--- config.mk ---
export PLATFORM = sky130hd
export DESIGN_NAME = persistent_switch_sequencer
export DESIGN_NICKNAME = d
export VERILOG_FILES = /design/src/rtl/psw_pkg.sv /design/src/rtl/psw_sequencer.sv /design/src/rtl/psw_second_tick.sv
export SDC_FILE = /design/constraint.sdc
export NUM_CORES = 1
export LEC_CHECK = 0
export BUFFER_PORTS_ARGS = -buffer_cell sky130_fd_sc_hd__buf_2
export CAP_MARGIN = 15
export CORE_ASPECT_RATIO = 1.4
export CORE_UTILIZATION = 45
export DETAILED_ROUTE_END_ITERATION = 12
export GPL_ROUTABILITY_DRIVEN = 0
export PLACE_DENSITY = 0.76
export SLEW_MARGIN = 20
export SYNTH_ARGS = -nofsm -noshare
export SYNTH_HDL_FRONTEND = slang
export SYNTH_SLANG_ARGS = --single-unit
--- constraint.sdc ---
create_clock -name mclk -period 2.4 [get_ports mclk]
set_clock_uncertainty 0.15 [all_clocks]
set_input_delay 0 -clock mclk [delete_from_list [all_inputs] [get_ports mclk]]
set_output_delay 0 -clock mclk [all_outputs]
set_load 0.02 [all_outputs]
--- src/rtl/psw_pkg.sv ---
// constants and types for the persistent switch sequencer
`default_nettype none
package psw_pkg;

	// ----------------------------------------
	// timing
	// ----------------------------------------
	localparam int CLK_HZ = 100_000_000;
	localparam int TICK_CYCLES = CLK_HZ;
	localparam int MISMATCH_SHOW_S = 15;
	localparam int SEC_W = 16;

	// ----------------------------------------
	// thresholds, in mA and mV
	// ----------------------------------------
	localparam int CUR_W = 24;
	localparam int VOLT_W = 16;
	localparam logic [CUR_W-1:0] PERSIST_MIN_MA = 24'h000064;
	localparam logic [VOLT_W-1:0] VM_LIMIT_MV = 16'h01f4;

	// ----------------------------------------
	// sequencer states
	// ----------------------------------------
	typedef enum logic [3:0] {
		ST_PAUSED = 4'h0,
		ST_HOLDING = 4'h1,
		ST_HEATING = 4'h3,
		ST_CONFIRM_ENTER = 4'h2,
		ST_COOLING = 4'h6,
		ST_RAMP_ZERO = 4'h7,
		ST_PERSIST = 4'h5,
		ST_CONFIRM_EXIT = 4'h4,
		ST_RAMP_MATCH = 4'hc,
		ST_EXIT_HEAT = 4'hd,
		ST_EXIT_DONE = 4'hf,
		ST_FAULT_MATCH = 4'he,
		ST_LOCK_HEAT = 4'ha,
		ST_PAUSED_ERR = 4'hb,
		ST_POWERUP_PROMPT = 4'h9
	} psw_state_t;

	// ----------------------------------------
	// operator keys from one source
	// ----------------------------------------
	typedef struct packed {
		logic switch_key;
		logic shift_switch_key;
		logic enter;
		logic escape;
	} psw_keys_t;

	// ----------------------------------------
	// retained memory image
	// ----------------------------------------
	typedef struct packed {
		logic heater_on;
		logic persistent;
		logic [CUR_W-1:0] cooled_ma;
	} psw_retained_t;

endpackage
`default_nettype wire

--- src/rtl/psw_sequencer.sv ---
// persistent switch sequencer top
`timescale 1ns/1ns
`default_nettype none
module persistent_switch_sequencer
	import psw_pkg::*;
#(
	parameter int TICK_CYCLES_P = psw_pkg::TICK_CYCLES,
	parameter int MISMATCH_S = psw_pkg::MISMATCH_SHOW_S
) (
	// clock and reset
	input wire logic mclk,
	input wire logic rst,
	// commands from keypad and remote link
	input wire psw_pkg::psw_keys_t keypad_keys,
	input wire psw_pkg::psw_keys_t remote_keys,
	// operating settings
	input wire logic [psw_pkg::SEC_W-1:0] switch_heat_duration,
	input wire logic [psw_pkg::SEC_W-1:0] switch_cool_duration,
	input wire logic [psw_pkg::CUR_W-1:0] switch_supply_ramp_rate,
	// ramping status from the supply control
	input wire logic holding_at_target,
	input wire logic [psw_pkg::CUR_W-1:0] magnet_current_ma,
	input wire logic [psw_pkg::CUR_W-1:0] supply_current_ma,
	input wire logic [psw_pkg::VOLT_W-1:0] magnet_voltage,
	input wire logic ramp_request,
	// retained memory
	input wire psw_pkg::psw_retained_t retained_in,
	output psw_pkg::psw_retained_t retained_out,
	output logic retained_write,
	// supply ramp command
	output logic ramp_enable,
	output logic [psw_pkg::CUR_W-1:0] ramp_target_ma,
	output logic [psw_pkg::CUR_W-1:0] ramp_rate,
	output logic ramp_request_granted,
	// status
	output psw_pkg::psw_state_t state,
	output logic heater_on,
	output logic persistent_indicator,
	output logic persistent_mode,
	output logic [psw_pkg::SEC_W-1:0] seconds_left,
	output logic switch_lock_error,
	output logic current_mismatch,
	output logic alert_pulse,
	output logic prompt_enter
);
	psw_state_t st_reg, st_next;
	logic heater_reg, heater_next;
	logic ind_reg, ind_next;
	logic pmode_reg, pmode_next;
	logic lock_reg, lock_next;
	logic mism_reg, mism_next;
	logic alert_reg, alert_next;
	logic wr_reg, wr_next;
	logic restored_reg, restored_next;
	logic [SEC_W-1:0] sec_reg, sec_next;
	logic [SEC_W-1:0] mism_sec_reg, mism_sec_next;
	logic [CUR_W-1:0] cooled_reg, cooled_next;
	logic [CUR_W-1:0] target_reg, target_next;
	logic ramp_en_reg, ramp_en_next;
	// set while a shifted-key interval runs, so its end takes no automatic step
	logic toggle_reg, toggle_next;
	logic tick;
	logic restart;
	logic k_sw, k_shift, k_enter, k_esc;
	logic vm_over;
	logic at_target;

	// ----------------------------------------
	// command merge and compares
	// ----------------------------------------
	assign k_sw = keypad_keys.switch_key | remote_keys.switch_key;
	assign k_shift = keypad_keys.shift_switch_key | remote_keys.shift_switch_key;
	assign k_enter = keypad_keys.enter | remote_keys.enter;
	assign k_esc = keypad_keys.escape | remote_keys.escape;
	assign vm_over = magnet_voltage > VM_LIMIT_MV;
	assign at_target = supply_current_ma == target_reg;

	// ----------------------------------------
	// one-second tick
	// ----------------------------------------
	// reloaded on every switch-interval countdown start (not on a mismatch set), so the first second is always whole
	psw_second_tick #(
		.CYCLES(TICK_CYCLES_P)
	) u_tick (
		.mclk(mclk),
		.rst(rst),
		.restart(restart),
		.tick(tick)
	);

	// ----------------------------------------
	// sequencer next state
	// ----------------------------------------
	always_comb begin
		st_next = st_reg;
		heater_next = heater_reg;
		ind_next = ind_reg;
		pmode_next = pmode_reg;
		lock_next = lock_reg;
		alert_next = 1'b0;
		wr_next = 1'b0;
		restored_next = 1'b1;
		sec_next = sec_reg;
		cooled_next = cooled_reg;
		target_next = target_reg;
		ramp_en_next = ramp_en_reg;
		toggle_next = toggle_reg;
		restart = 1'b0;
		if (!restored_reg) begin
			// state is restored one cycle after reset, from retained memory
			heater_next = retained_in.heater_on;
			pmode_next = retained_in.persistent;
			cooled_next = retained_in.cooled_ma;
			st_next = retained_in.persistent ? ST_POWERUP_PROMPT : ST_PAUSED;
		end else begin
			unique case (st_reg)
				ST_PAUSED, ST_HOLDING: begin
					st_next = holding_at_target ? ST_HOLDING : ST_PAUSED;
					if (k_shift) begin
						// toggle only, but the interval still blocks ramping
						heater_next = !heater_reg;
						toggle_next = 1'b1;
						restart = 1'b1;
						sec_next = heater_reg ? switch_cool_duration : switch_heat_duration;
						st_next = heater_reg ? ST_COOLING : ST_HEATING;
						lock_next = 1'b0;
						wr_next = 1'b1;
					end else if (k_sw && !heater_reg) begin
						heater_next = 1'b1;
						restart = 1'b1;
						sec_next = switch_heat_duration;
						st_next = ST_HEATING;
						wr_next = 1'b1;
					end else if (k_sw && pmode_reg) begin
						st_next = ST_CONFIRM_EXIT;
					end else if (k_sw) begin
						st_next = ST_CONFIRM_ENTER;
					end
				end
				ST_CONFIRM_ENTER: begin
					if (k_esc) begin
						st_next = ST_PAUSED;
					end else if (k_enter) begin
						heater_next = 1'b0;
						cooled_next = magnet_current_ma;
						restart = 1'b1;
						sec_next = switch_cool_duration;
						st_next = ST_COOLING;
						lock_next = 1'b0;
					end
				end
				ST_HEATING, ST_COOLING, ST_LOCK_HEAT, ST_EXIT_HEAT: begin
					if (tick && sec_reg != '0) begin
						sec_next = sec_reg - SEC_W'(1);
					end
					if (sec_reg == '0) begin
						if (st_reg == ST_LOCK_HEAT) begin
							st_next = ST_PAUSED_ERR;
						end else if (st_reg == ST_EXIT_HEAT) begin
							pmode_next = 1'b0;
							ind_next = 1'b0;
							wr_next = 1'b1;
							st_next = ST_EXIT_DONE;
						end else if (toggle_reg) begin
							// a toggled interval ends without any automatic step
							toggle_next = 1'b0;
							st_next = ST_PAUSED;
						end else if (st_reg == ST_COOLING && !heater_reg) begin
							ind_next = cooled_reg > PERSIST_MIN_MA;
							target_next = '0;
							ramp_en_next = 1'b1;
							st_next = ST_RAMP_ZERO;
						end else begin
							st_next = ST_PAUSED;
						end
					end
				end
				ST_RAMP_ZERO: begin
					if (vm_over) begin
						ramp_en_next = 1'b0;
						alert_next = 1'b1;
						target_next = cooled_reg;
						st_next = ST_FAULT_MATCH;
					end else if (at_target) begin
						ramp_en_next = 1'b0;
						pmode_next = 1'b1;
						wr_next = 1'b1;
						st_next = ST_PERSIST;
					end
				end
				ST_FAULT_MATCH: begin
					ramp_en_next = 1'b1;
					if (ramp_en_reg && at_target) begin
						ramp_en_next = 1'b0;
						heater_next = 1'b1;
						lock_next = 1'b1;
						ind_next = 1'b0;
						restart = 1'b1;
						sec_next = switch_heat_duration;
						wr_next = 1'b1;
						st_next = ST_LOCK_HEAT;
					end
				end
				ST_PAUSED_ERR: begin
					if (k_enter) begin
						lock_next = 1'b0;
						st_next = ST_PAUSED;
					end
				end
				ST_PERSIST: begin
					if (k_sw) begin
						st_next = ST_CONFIRM_EXIT;
					end else if (k_shift) begin
						heater_next = 1'b1;
						toggle_next = 1'b1;
						restart = 1'b1;
						sec_next = switch_heat_duration;
						st_next = ST_HEATING;
						wr_next = 1'b1;
					end
				end
				ST_POWERUP_PROMPT: begin
					if (k_enter) begin
						ind_next = cooled_reg > PERSIST_MIN_MA;
						st_next = ST_PERSIST;
					end
				end
				ST_CONFIRM_EXIT: begin
					if (k_esc) begin
						st_next = ST_PERSIST;
					end else if (k_enter || k_sw) begin
						target_next = cooled_reg;
						ramp_en_next = 1'b1;
						st_next = ST_RAMP_MATCH;
					end
				end
				ST_RAMP_MATCH: begin
					if (ramp_en_reg && at_target) begin
						ramp_en_next = 1'b0;
						heater_next = 1'b1;
						restart = 1'b1;
						sec_next = switch_heat_duration;
						wr_next = 1'b1;
						st_next = ST_EXIT_HEAT;
					end
				end
				ST_EXIT_DONE: begin
					if (k_enter) begin
						st_next = ST_PAUSED;
					end
				end
				default: begin
					st_next = ST_PAUSED;
				end
			endcase
		end
		// a fresh mismatch beeps once, like the ramp fault
		if (mism_next && !mism_reg) begin
			alert_next = 1'b1;
		end
	end

	// ----------------------------------------
	// mismatch flag, shown for a fixed time
	// ----------------------------------------
	always_comb begin
		mism_next = mism_reg;
		mism_sec_next = mism_sec_reg;
		// voltage still over the limit reloads the timer, so the set beats the timeout
		if (st_reg == ST_EXIT_HEAT && vm_over) begin
			mism_next = 1'b1;
			mism_sec_next = SEC_W'(MISMATCH_S);
		end else if (mism_reg && tick) begin
			if (mism_sec_reg <= SEC_W'(1)) begin
				mism_next = 1'b0;
				mism_sec_next = '0;
			end else begin
				mism_sec_next = mism_sec_reg - SEC_W'(1);
			end
		end
	end

	always_ff @(posedge mclk) begin
		if (rst) begin
			st_reg <= ST_PAUSED;
			heater_reg <= 1'b0;
			ind_reg <= 1'b0;
			pmode_reg <= 1'b0;
			lock_reg <= 1'b0;
			mism_reg <= 1'b0;
			alert_reg <= 1'b0;
			wr_reg <= 1'b0;
			restored_reg <= 1'b0;
			sec_reg <= '0;
			mism_sec_reg <= '0;
			cooled_reg <= '0;
			target_reg <= '0;
			ramp_en_reg <= 1'b0;
			toggle_reg <= 1'b0;
		end else begin
			st_reg <= st_next;
			heater_reg <= heater_next;
			ind_reg <= ind_next;
			pmode_reg <= pmode_next;
			lock_reg <= lock_next;
			mism_reg <= mism_next;
			alert_reg <= alert_next;
			wr_reg <= wr_next;
			restored_reg <= restored_next;
			sec_reg <= sec_next;
			mism_sec_reg <= mism_sec_next;
			cooled_reg <= cooled_next;
			target_reg <= target_next;
			ramp_en_reg <= ramp_en_next;
			toggle_reg <= toggle_next;
		end
	end

	// ----------------------------------------
	// outputs
	// ----------------------------------------
	assign state = st_reg;
	assign heater_on = heater_reg;
	assign persistent_indicator = ind_reg;
	assign persistent_mode = pmode_reg;
	assign seconds_left = sec_reg;
	assign switch_lock_error = lock_reg;
	assign current_mismatch = mism_reg;
	assign alert_pulse = alert_reg;
	assign prompt_enter = st_reg == ST_CONFIRM_ENTER || st_reg == ST_CONFIRM_EXIT
		|| st_reg == ST_POWERUP_PROMPT || st_reg == ST_PAUSED_ERR || st_reg == ST_EXIT_DONE;
	assign ramp_enable = ramp_en_reg;
	assign ramp_target_ma = target_reg;
	assign ramp_rate = switch_supply_ramp_rate;
	// blocked while any switch interval runs
	assign ramp_request_granted = ramp_request && !(st_reg == ST_HEATING || st_reg == ST_COOLING
		|| st_reg == ST_LOCK_HEAT || st_reg == ST_EXIT_HEAT);
	// image written on every heater or persistent change, except the heater turning off on enter confirmation and the restore after reset
	assign retained_out = '{heater_on: heater_reg, persistent: pmode_reg, cooled_ma: cooled_reg};
	assign retained_write = wr_reg;
endmodule
`default_nettype wire

--- src/rtl/psw_second_tick.sv ---
// one-second tick generator
`timescale 1ns/1ns
`default_nettype none
module psw_second_tick #(
	parameter int CYCLES = psw_pkg::TICK_CYCLES
) (
	// clock and reset
	input wire logic mclk,
	input wire logic rst,
	// restart and tick
	input wire logic restart,
	output logic tick
);
	logic [31:0] cnt_reg;
	logic [31:0] cnt_next;

	always_comb begin
		if (restart || cnt_reg == 32'(CYCLES - 1)) begin
			cnt_next = 32'h0;
		end else begin
			cnt_next = cnt_reg + 32'h1;
		end
	end

	always_ff @(posedge mclk) begin
		if (rst) begin
			cnt_reg <= 32'h0;
		end else begin
			cnt_reg <= cnt_next;
		end
	end

	assign tick = cnt_reg == 32'(CYCLES - 1);
endmodule
`default_nettype wire

==> metrics.csv, run 1 <==
metric,value,unit
status,finished with violations,
failing checks,setup timing,
Comb power frac,28.4,%
initial antenna violation count,1,
H-tree lvl count,4,
share of flip-flops with an asynchronous set or reset,0,%
Critical Path Fanout Max,8,
Yosys warning count,0,
Area Growth Syn to Fin,51.93,%
Nets,1470,
maximum vdd drop,0.0004080,V
min-delay worst type,input pin to flop,
DRT Wirelength,27430,um
power per cell area,602.1,nW/um2
Setup crit start kind,flop,
Avg Synthesized Cell Area,7.998,um2
"Reg clk slew, reported paths",70,ps
post-route minimum period,2482,ps
Port Buf Inserts,213,
CTS tree,yes,
max cap viols,0,
Post-DRT Antenna Nets,0,
kind of critical path,flop to flop,
PnR worst setup slack,-81.90,ps
Unique masters post-synth,84,
RSZ-0062 raised after global routing,yes,
via/cell ratio,5.778,
setup TNS,-963.2,ps
final instance area,11300,um2
Pre-Repair DR Iteration Count,6,
placed cell areas,9159,um2
overall power,6.804,mW
vias in the first global route,8495,
worst path arrival time,2640,ps
syn nets,1093,
final hold violation count,0,
# setup viols final,18,
sequential-to-total area share from yosys stat,33.91,%
FMAX,402.9,MHz
main flop type after synthesis,dfxtp_1,
clock share of power,37.7,%
# IOs,262,
crit end category,flop,
max reg flops,32,
row count,55,
Slew headroom,57.10,%
die area,17060,um2
fin crit share,103.4,%
sequential share of power,33.9,%
clk root buf,clkbuf_16,
clk sink count,126,
clk_lat worst skew,420,ps
Fillers,1223,
number of enable flip-flop cells after synthesis,0,
violation count after the first detailed-route iteration,778,
internal power,4.565,mW
# DRC,0,
Cells after DPL,1360,
Netlist Area Pre-Place,7438,um2
global-route wire length before repair,41870,um
total CTS buffers,17,
Cells after Synth,930,
share of cells above drive strength 1,33.86,%
net load switching power,2.239,mW
placed wire-length estimate,17600,um
Layout Cells excl Fill,1520,
worst-case clock buffer depth,2,
Switching Share,32.90,%
width of the chip,110.7,um
"FF+latch count, synth",126,
required time worst endpoint,2550,ps
initial core utilization,46.00,%
DP Worst Slack,-105.0,ps
WL/cell,18.04,um
DR vias,8782,
Hold Worst Slack,59.12,ps
gr usage total,30.17,%
Worst Max-Slew Pin Slew,643.6,ps
gr ovfl total,0,
Final Max Slew Viols,0,
die height,154.1,um
Leakage,4.967,nW
largest net degree at the start of global routing,52,
final core utilization,69.88,%
core box area,16170,um2
synth_stat cells, types with 4 or more instances:
master | number | area (um2)
and4_1 | 6 | 52.55
o32ai_1 | 4 | 35.03
buf_4 | 28 | 210.2
o21ai_1 | 7 | 35.03
buf_6 | 4 | 45.04
a22oi_1 | 6 | 45.04
ha_1 | 5 | 62.56
a31oi_1 | 7 | 43.79
clkbuf_1 | 26 | 97.59
o31ai_1 | 4 | 30.03
nand3_1 | 49 | 245.2
nor2b_1 | 6 | 37.54
o21ai_0 | 36 | 180.2
and3_1 | 10 | 62.56
xor2_1 | 45 | 394.1
nor3_1 | 22 | 110.1
a21oi_1 | 70 | 350.3
a222oi_1 | 10 | 100.1
a41o_1 | 4 | 40.04
nand2b_1 | 8 | 50.05
or4_1 | 4 | 30.03
buf_2 | 16 | 80.08
inv_1 | 12 | 45.04
nor2_1 | 118 | 442.9
nand2_1 | 90 | 337.8
mux2i_1 | 36 | 360.4
nor4_1 | 16 | 100.1
and2_1 | 7 | 43.79
xnor2_1 | 13 | 113.9
or3_1 | 10 | 62.56
nand4_1 | 14 | 87.58
dfxtp_1 | 126 | 2522
a211oi_1 | 28 | 210.2
layout make-up:
class	count	area [um2]	area share [%]
antenna	1	2.502	0.02214
clock buffer	17	425.4	3.764
clock inverter	15	148.9	1.318
inverter	12	50.05	0.4429
multi-input combinational	715	4721	41.77
sequential	126	2559	22.64
tap	199	249.0	2.203
timing repair buffer	435	3146	27.83
power by group through the flow:
stage | sequential (mW) | combinational (mW) | clock, mW
6_report | 2.31 | 1.93 | 2.56
5_1_grt | 2.32 | 2.05 | 2.67
4_1_cts | 2.30 | 1.75 | 2.57
3_5_place_dp | 2.34 | 1.51 | 0
3_3_place_gp | 2.34 | 1.49 | 0
2_1_floorplan | 2.43 | 0.850 | 0
per-layer routing:
metal	part of all wire, %	global-route usage (%)
met2	52	55.16
met5	0	0
met4	4.0	14.22
met3	6.2	4.848
met1	38	33.91
final timing paths:
check	start	endpoint	slack, ps	cells after the start
worst min-delay path	remote_keys[2]	switch_lock_error	60	5
worst min register to register	u_tick.cnt_reg[0]	u_tick.cnt_reg[0]	300	1
worst max register to register	ramp_target_ma[23]	u_tick.cnt_reg[27]	-80	9
worst max-delay path	ramp_target_ma[23]	u_tick.cnt_reg[27]	-80	9
worst max-delay path, stage by stage, from the launching register on:
cell and delay, ps:
dfxtp_4 360, xor2_2 140, nor4_2 320, nand4_1 240, or3_4 450, nand3_4 110
a311o_2 240, buf_6 140, clkbuf_16 160, nor2_1 60
cell families after synthesis:
family	Yosys count	synth area share (%)
XOR/XNOR	59	7.048
adder cells (fa/ha/maj)	5	0.8410
AND/OR/NAND/NOR	393	26.49
buffers and inverters	91	6.981
AO/OA/AOI/OAI	219	19.73
flip-flops	126	33.91
multiplexers	37	4.996
layout by cell type, fill, tap and decap left out, types with 28 or more instances in the layout:
cell type | netlist | final
a211oi_1 | 28 | 28
a21oi_1 | 70 | 70
buf_2 | 16 | 213
buf_4 | 28 | 99
dfxtp_1 | 126 | 111
dlygate4sd3_1 | 0 | 110
mux2i_1 | 36 | 36
nand2_1 | 90 | 87
nand3_1 | 49 | 48
nor2_1 | 118 | 107
o21ai_0 | 36 | 34
xor2_1 | 45 | 44
what timing repair did:
item                                    4_1_cts  5_1_grt
hold endpoints to repair                     71        0
gates cloned                                  1        4
hold buffers                                110        0
setup buffers                                 4        9
endpoints found under the setup margin       67       96
pin swaps                                     9       21
resized for setup                            12       56
(Power assumes the default switching activity.)
==> run 2, diff against run 1 <==
--- a/config.mk
+++ b/config.mk
@@ -11,8 +11,9 @@
 export CORE_UTILIZATION = 45
 export DETAILED_ROUTE_END_ITERATION = 12
 export GPL_ROUTABILITY_DRIVEN = 0
-export PLACE_DENSITY = 0.76
+export PLACE_DENSITY = 0.75
 export SLEW_MARGIN = 20
 export SYNTH_ARGS = -nofsm -noshare
 export SYNTH_HDL_FRONTEND = slang
 export SYNTH_SLANG_ARGS = --single-unit
+export TNS_END_PERCENT = 30
==> constraint.sdc (replaced) <==
create_clock -name mclk -period 2.4 [get_ports mclk]
set_clock_uncertainty 0.15 [all_clocks]
set_input_delay 0.12 -clock mclk [delete_from_list [all_inputs] [get_ports mclk]]
set_output_delay 0.12 -clock mclk [all_outputs]
set_load 0.02 [all_outputs]
==> run 2 against run 1 <==
  * Via count is 2.3% lower
  * Maximum frequency is 0.89% higher
  * The flow still finishes with violations (setup timing)
  * First-iteration DRC count is 32% lower
  * Wire length is 4.4% lower
  * Hold slack worse by 55 ps
  * Total power is 2.3% lower
  * Sequential share of layout area is 1.0 points higher
  * Sequential power hardly changed
  * Critical path depth is 1 higher
  * Critical endpoint is now ramp_target_ma[12]
  * Die area stayed put
  * Count of clock-buffer cells in the layout is 2 higher
==> metrics.csv, run 2 (synthesis results as in run 1) <==
metric,value,unit,change
status,finished with violations,,
failing checks,setup timing,,
violation count after the first detailed-route iteration,530,,-32%
Reg-to-Reg End,ramp_target_ma[12],,
r2r startpoint,seconds_left[0],,
final hold violation count,0,,unchanged
kind of critical path,flop to flop,,
H-tree lvl count,4,,unchanged
RSZ-0062 raised after global routing,yes,,
worst path arrival time,2580,ps,-60 ps
clk_lat worst skew,410,ps,about the same
share of cells above drive strength 1,34.66,%,+0.80 points
most frequent cells in the layout,"buf_2 (213), dfxtp_1 (111), nor2_1 (108), buf_4 (106), nand2_1 (89)",,
# setup viols final,40,,+22
Critical Path End,ramp_target_ma[12],,
Critical Path Fanout Max,24,,+16
Pre-Repair DR Iteration Count,8,,+2
total CTS buffers,17,,unchanged
Fillers,1243,,+1.6%
PnR worst setup slack,-60.04,ps,+21.86 ps
Port Buf Inserts,213,,unchanged
global-route wire length before repair,41130,um,-1.8%
WL/cell,17.74,um,-1.7%
Worst Max-Slew Pin Slew,677.7,ps,+34.11 ps
power per cell area,614.6,nW/um2,+2.1%
max cap viols,0,,unchanged
vias in the first global route,8287,,-2.4%
row count,55,,unchanged
gr usage total,29.85,%,-0.32 points
Post-DRT Antenna Nets,0,,unchanged
FF-to-FF path depth,10,,+1
Slew headroom,54.40,%,-2.7 points
hold path depth,5,,unchanged
largest net degree at the start of global routing,51,,-1.9%
DP Worst Slack,-110.1,ps,-5.160 ps
"Reg clk slew, reported paths",60,ps,about the same
overall power,6.649,mW,-2.3%
fin crit share,102.5,%,-0.91 points
Leakage,4.794,nW,-3.5%
clk sink count,126,,unchanged
die area,17060,um2,unchanged
core box area,16170,um2,unchanged
via/cell ratio,5.806,,+0.50%
Nets,1428,,-2.9%
required time worst endpoint,2520,ps,-30 ps
post-route minimum period,2460,ps,-21.86 ps
clk root buf,clkbuf_16,,
FMAX,406.5,MHz,+0.89%
worst-case clock buffer depth,2,,unchanged
initial core utilization,46.00,%,unchanged
maximum vdd drop,0.0004202,V,+3.0%
"commonest non-fill, non-tap cell in the layout",buf_2,,
crit path from,seconds_left[0],,
DR vias,8582,,-2.3%
gr ovfl total,0,,unchanged
r2r setup slk,-60,ps,+20 ps
Area Growth Syn to Fin,45.43,%,
DRT Wirelength,26220,um,-4.4%
crit end category,flop,,
max reg flops,32,,unchanged
# IOs,262,,unchanged
min-delay worst type,input pin to flop,,
placed wire-length estimate,18270,um,+3.8%
# DRC,0,,unchanged
Hold Worst Slack,4.255,ps,-54.87 ps
initial antenna violation count,1,,unchanged
die height,154.1,um,unchanged
Setup crit start kind,flop,,
Final Max Slew Viols,0,,unchanged
CTS tree,yes,,
width of the chip,110.7,um,unchanged
==> run 2: how the worst min path moves through the flow <==
| stage | start | end | slack, ps |
|---|---|---|---|
| final | switch_cool_duration[4] | seconds_left[4] | 4 |
| after global routing | switch_cool_duration[14] | seconds_left[14] | 40 |
| after CTS | switch_cool_duration[4] | seconds_left[4] | 5 |
| after detailed placement | switch_supply_ramp_rate[3] | ramp_rate[3] | 90 |
| after global placement | switch_supply_ramp_rate[3] | ramp_rate[3] | 90 |
| after floorplan | retained_in[25] | heater_on | 110 |
==> run 2: power by group <==
| part | leakage [nW] | switching [mW] | internal, mW |
|---|---|---|---|
| Combinational | 3.47 | 0.936 | 0.831 |
| Clock | 0.291 | 1.02 | 1.56 |
| Sequential | 1.03 | 0.116 | 2.19 |
==> run 2: metrics by stage <==
stage / utilization [%] / setup TNS [ps] / cell area (um2) / cells
2_1_floorplan: - / 0 / 7531 / 930
3_3_place_gp: 57.08 / -2226 / 9231 / 1368
3_5_place_dp: 57.08 / -4721 / 9231 / 1368
4_1_cts: 66.02 / -1454 / 10680 / 1472
5_1_grt: 66.89 / -5878 / 10820 / 1478
6_report: 66.89 / -1448 / 10820 / 1478
==> run 2: timing repair <==
item                                   CTS  global route
hold buffers                            67             0
setup endpoints to repair               70            88
resized for setup                       26            29
pin swaps                               11             8
cloned                                   2             0
setup buffers                            4             6
endpoints found under the hold margin   36             0
==> run 2: critical path, cell delays in order (launching register included) <==
cell	delay, ps
dfxtp_4	360
inv_4	60
ha_4	130
nor4b_4	200
and4_4	270
o211ai_2	100
or3_4	380
or3_4	350
buf_12	170
nand2_1	70
a21oi_1	60
==> run 2: layer usage <==
| metal | up-vias | part of all wire, % | track usage, % |
|---|---|---|---|
| met4 | 0 | 4.9 | 16.06 |
| met2 | 425 | 52 | 55.34 |
| met3 | 116 | 6.2 | 4.848 |
| met5 | - | 0 | 0 |
| li1 | 4028 | - | - |
| met1 | 4013 | 37 | 32.10 |
==> run 2: final cells by class <==
| type | instances | area (um2) | area share (%) |
|---|---|---|---|
| inverters | 12 | 47.55 | 0.4395 |
| well taps | 199 | 249.0 | 2.302 |
| clock inverters | 13 | 125.1 | 1.157 |
| diodes | 1 | 2.502 | 0.02313 |
| repair buffers | 395 | 2703 | 24.98 |
| clock buffers | 19 | 475.5 | 4.395 |
| flip-flops and latches | 126 | 2559 | 23.65 |
| multi-input cells | 713 | 4657 | 43.05 |
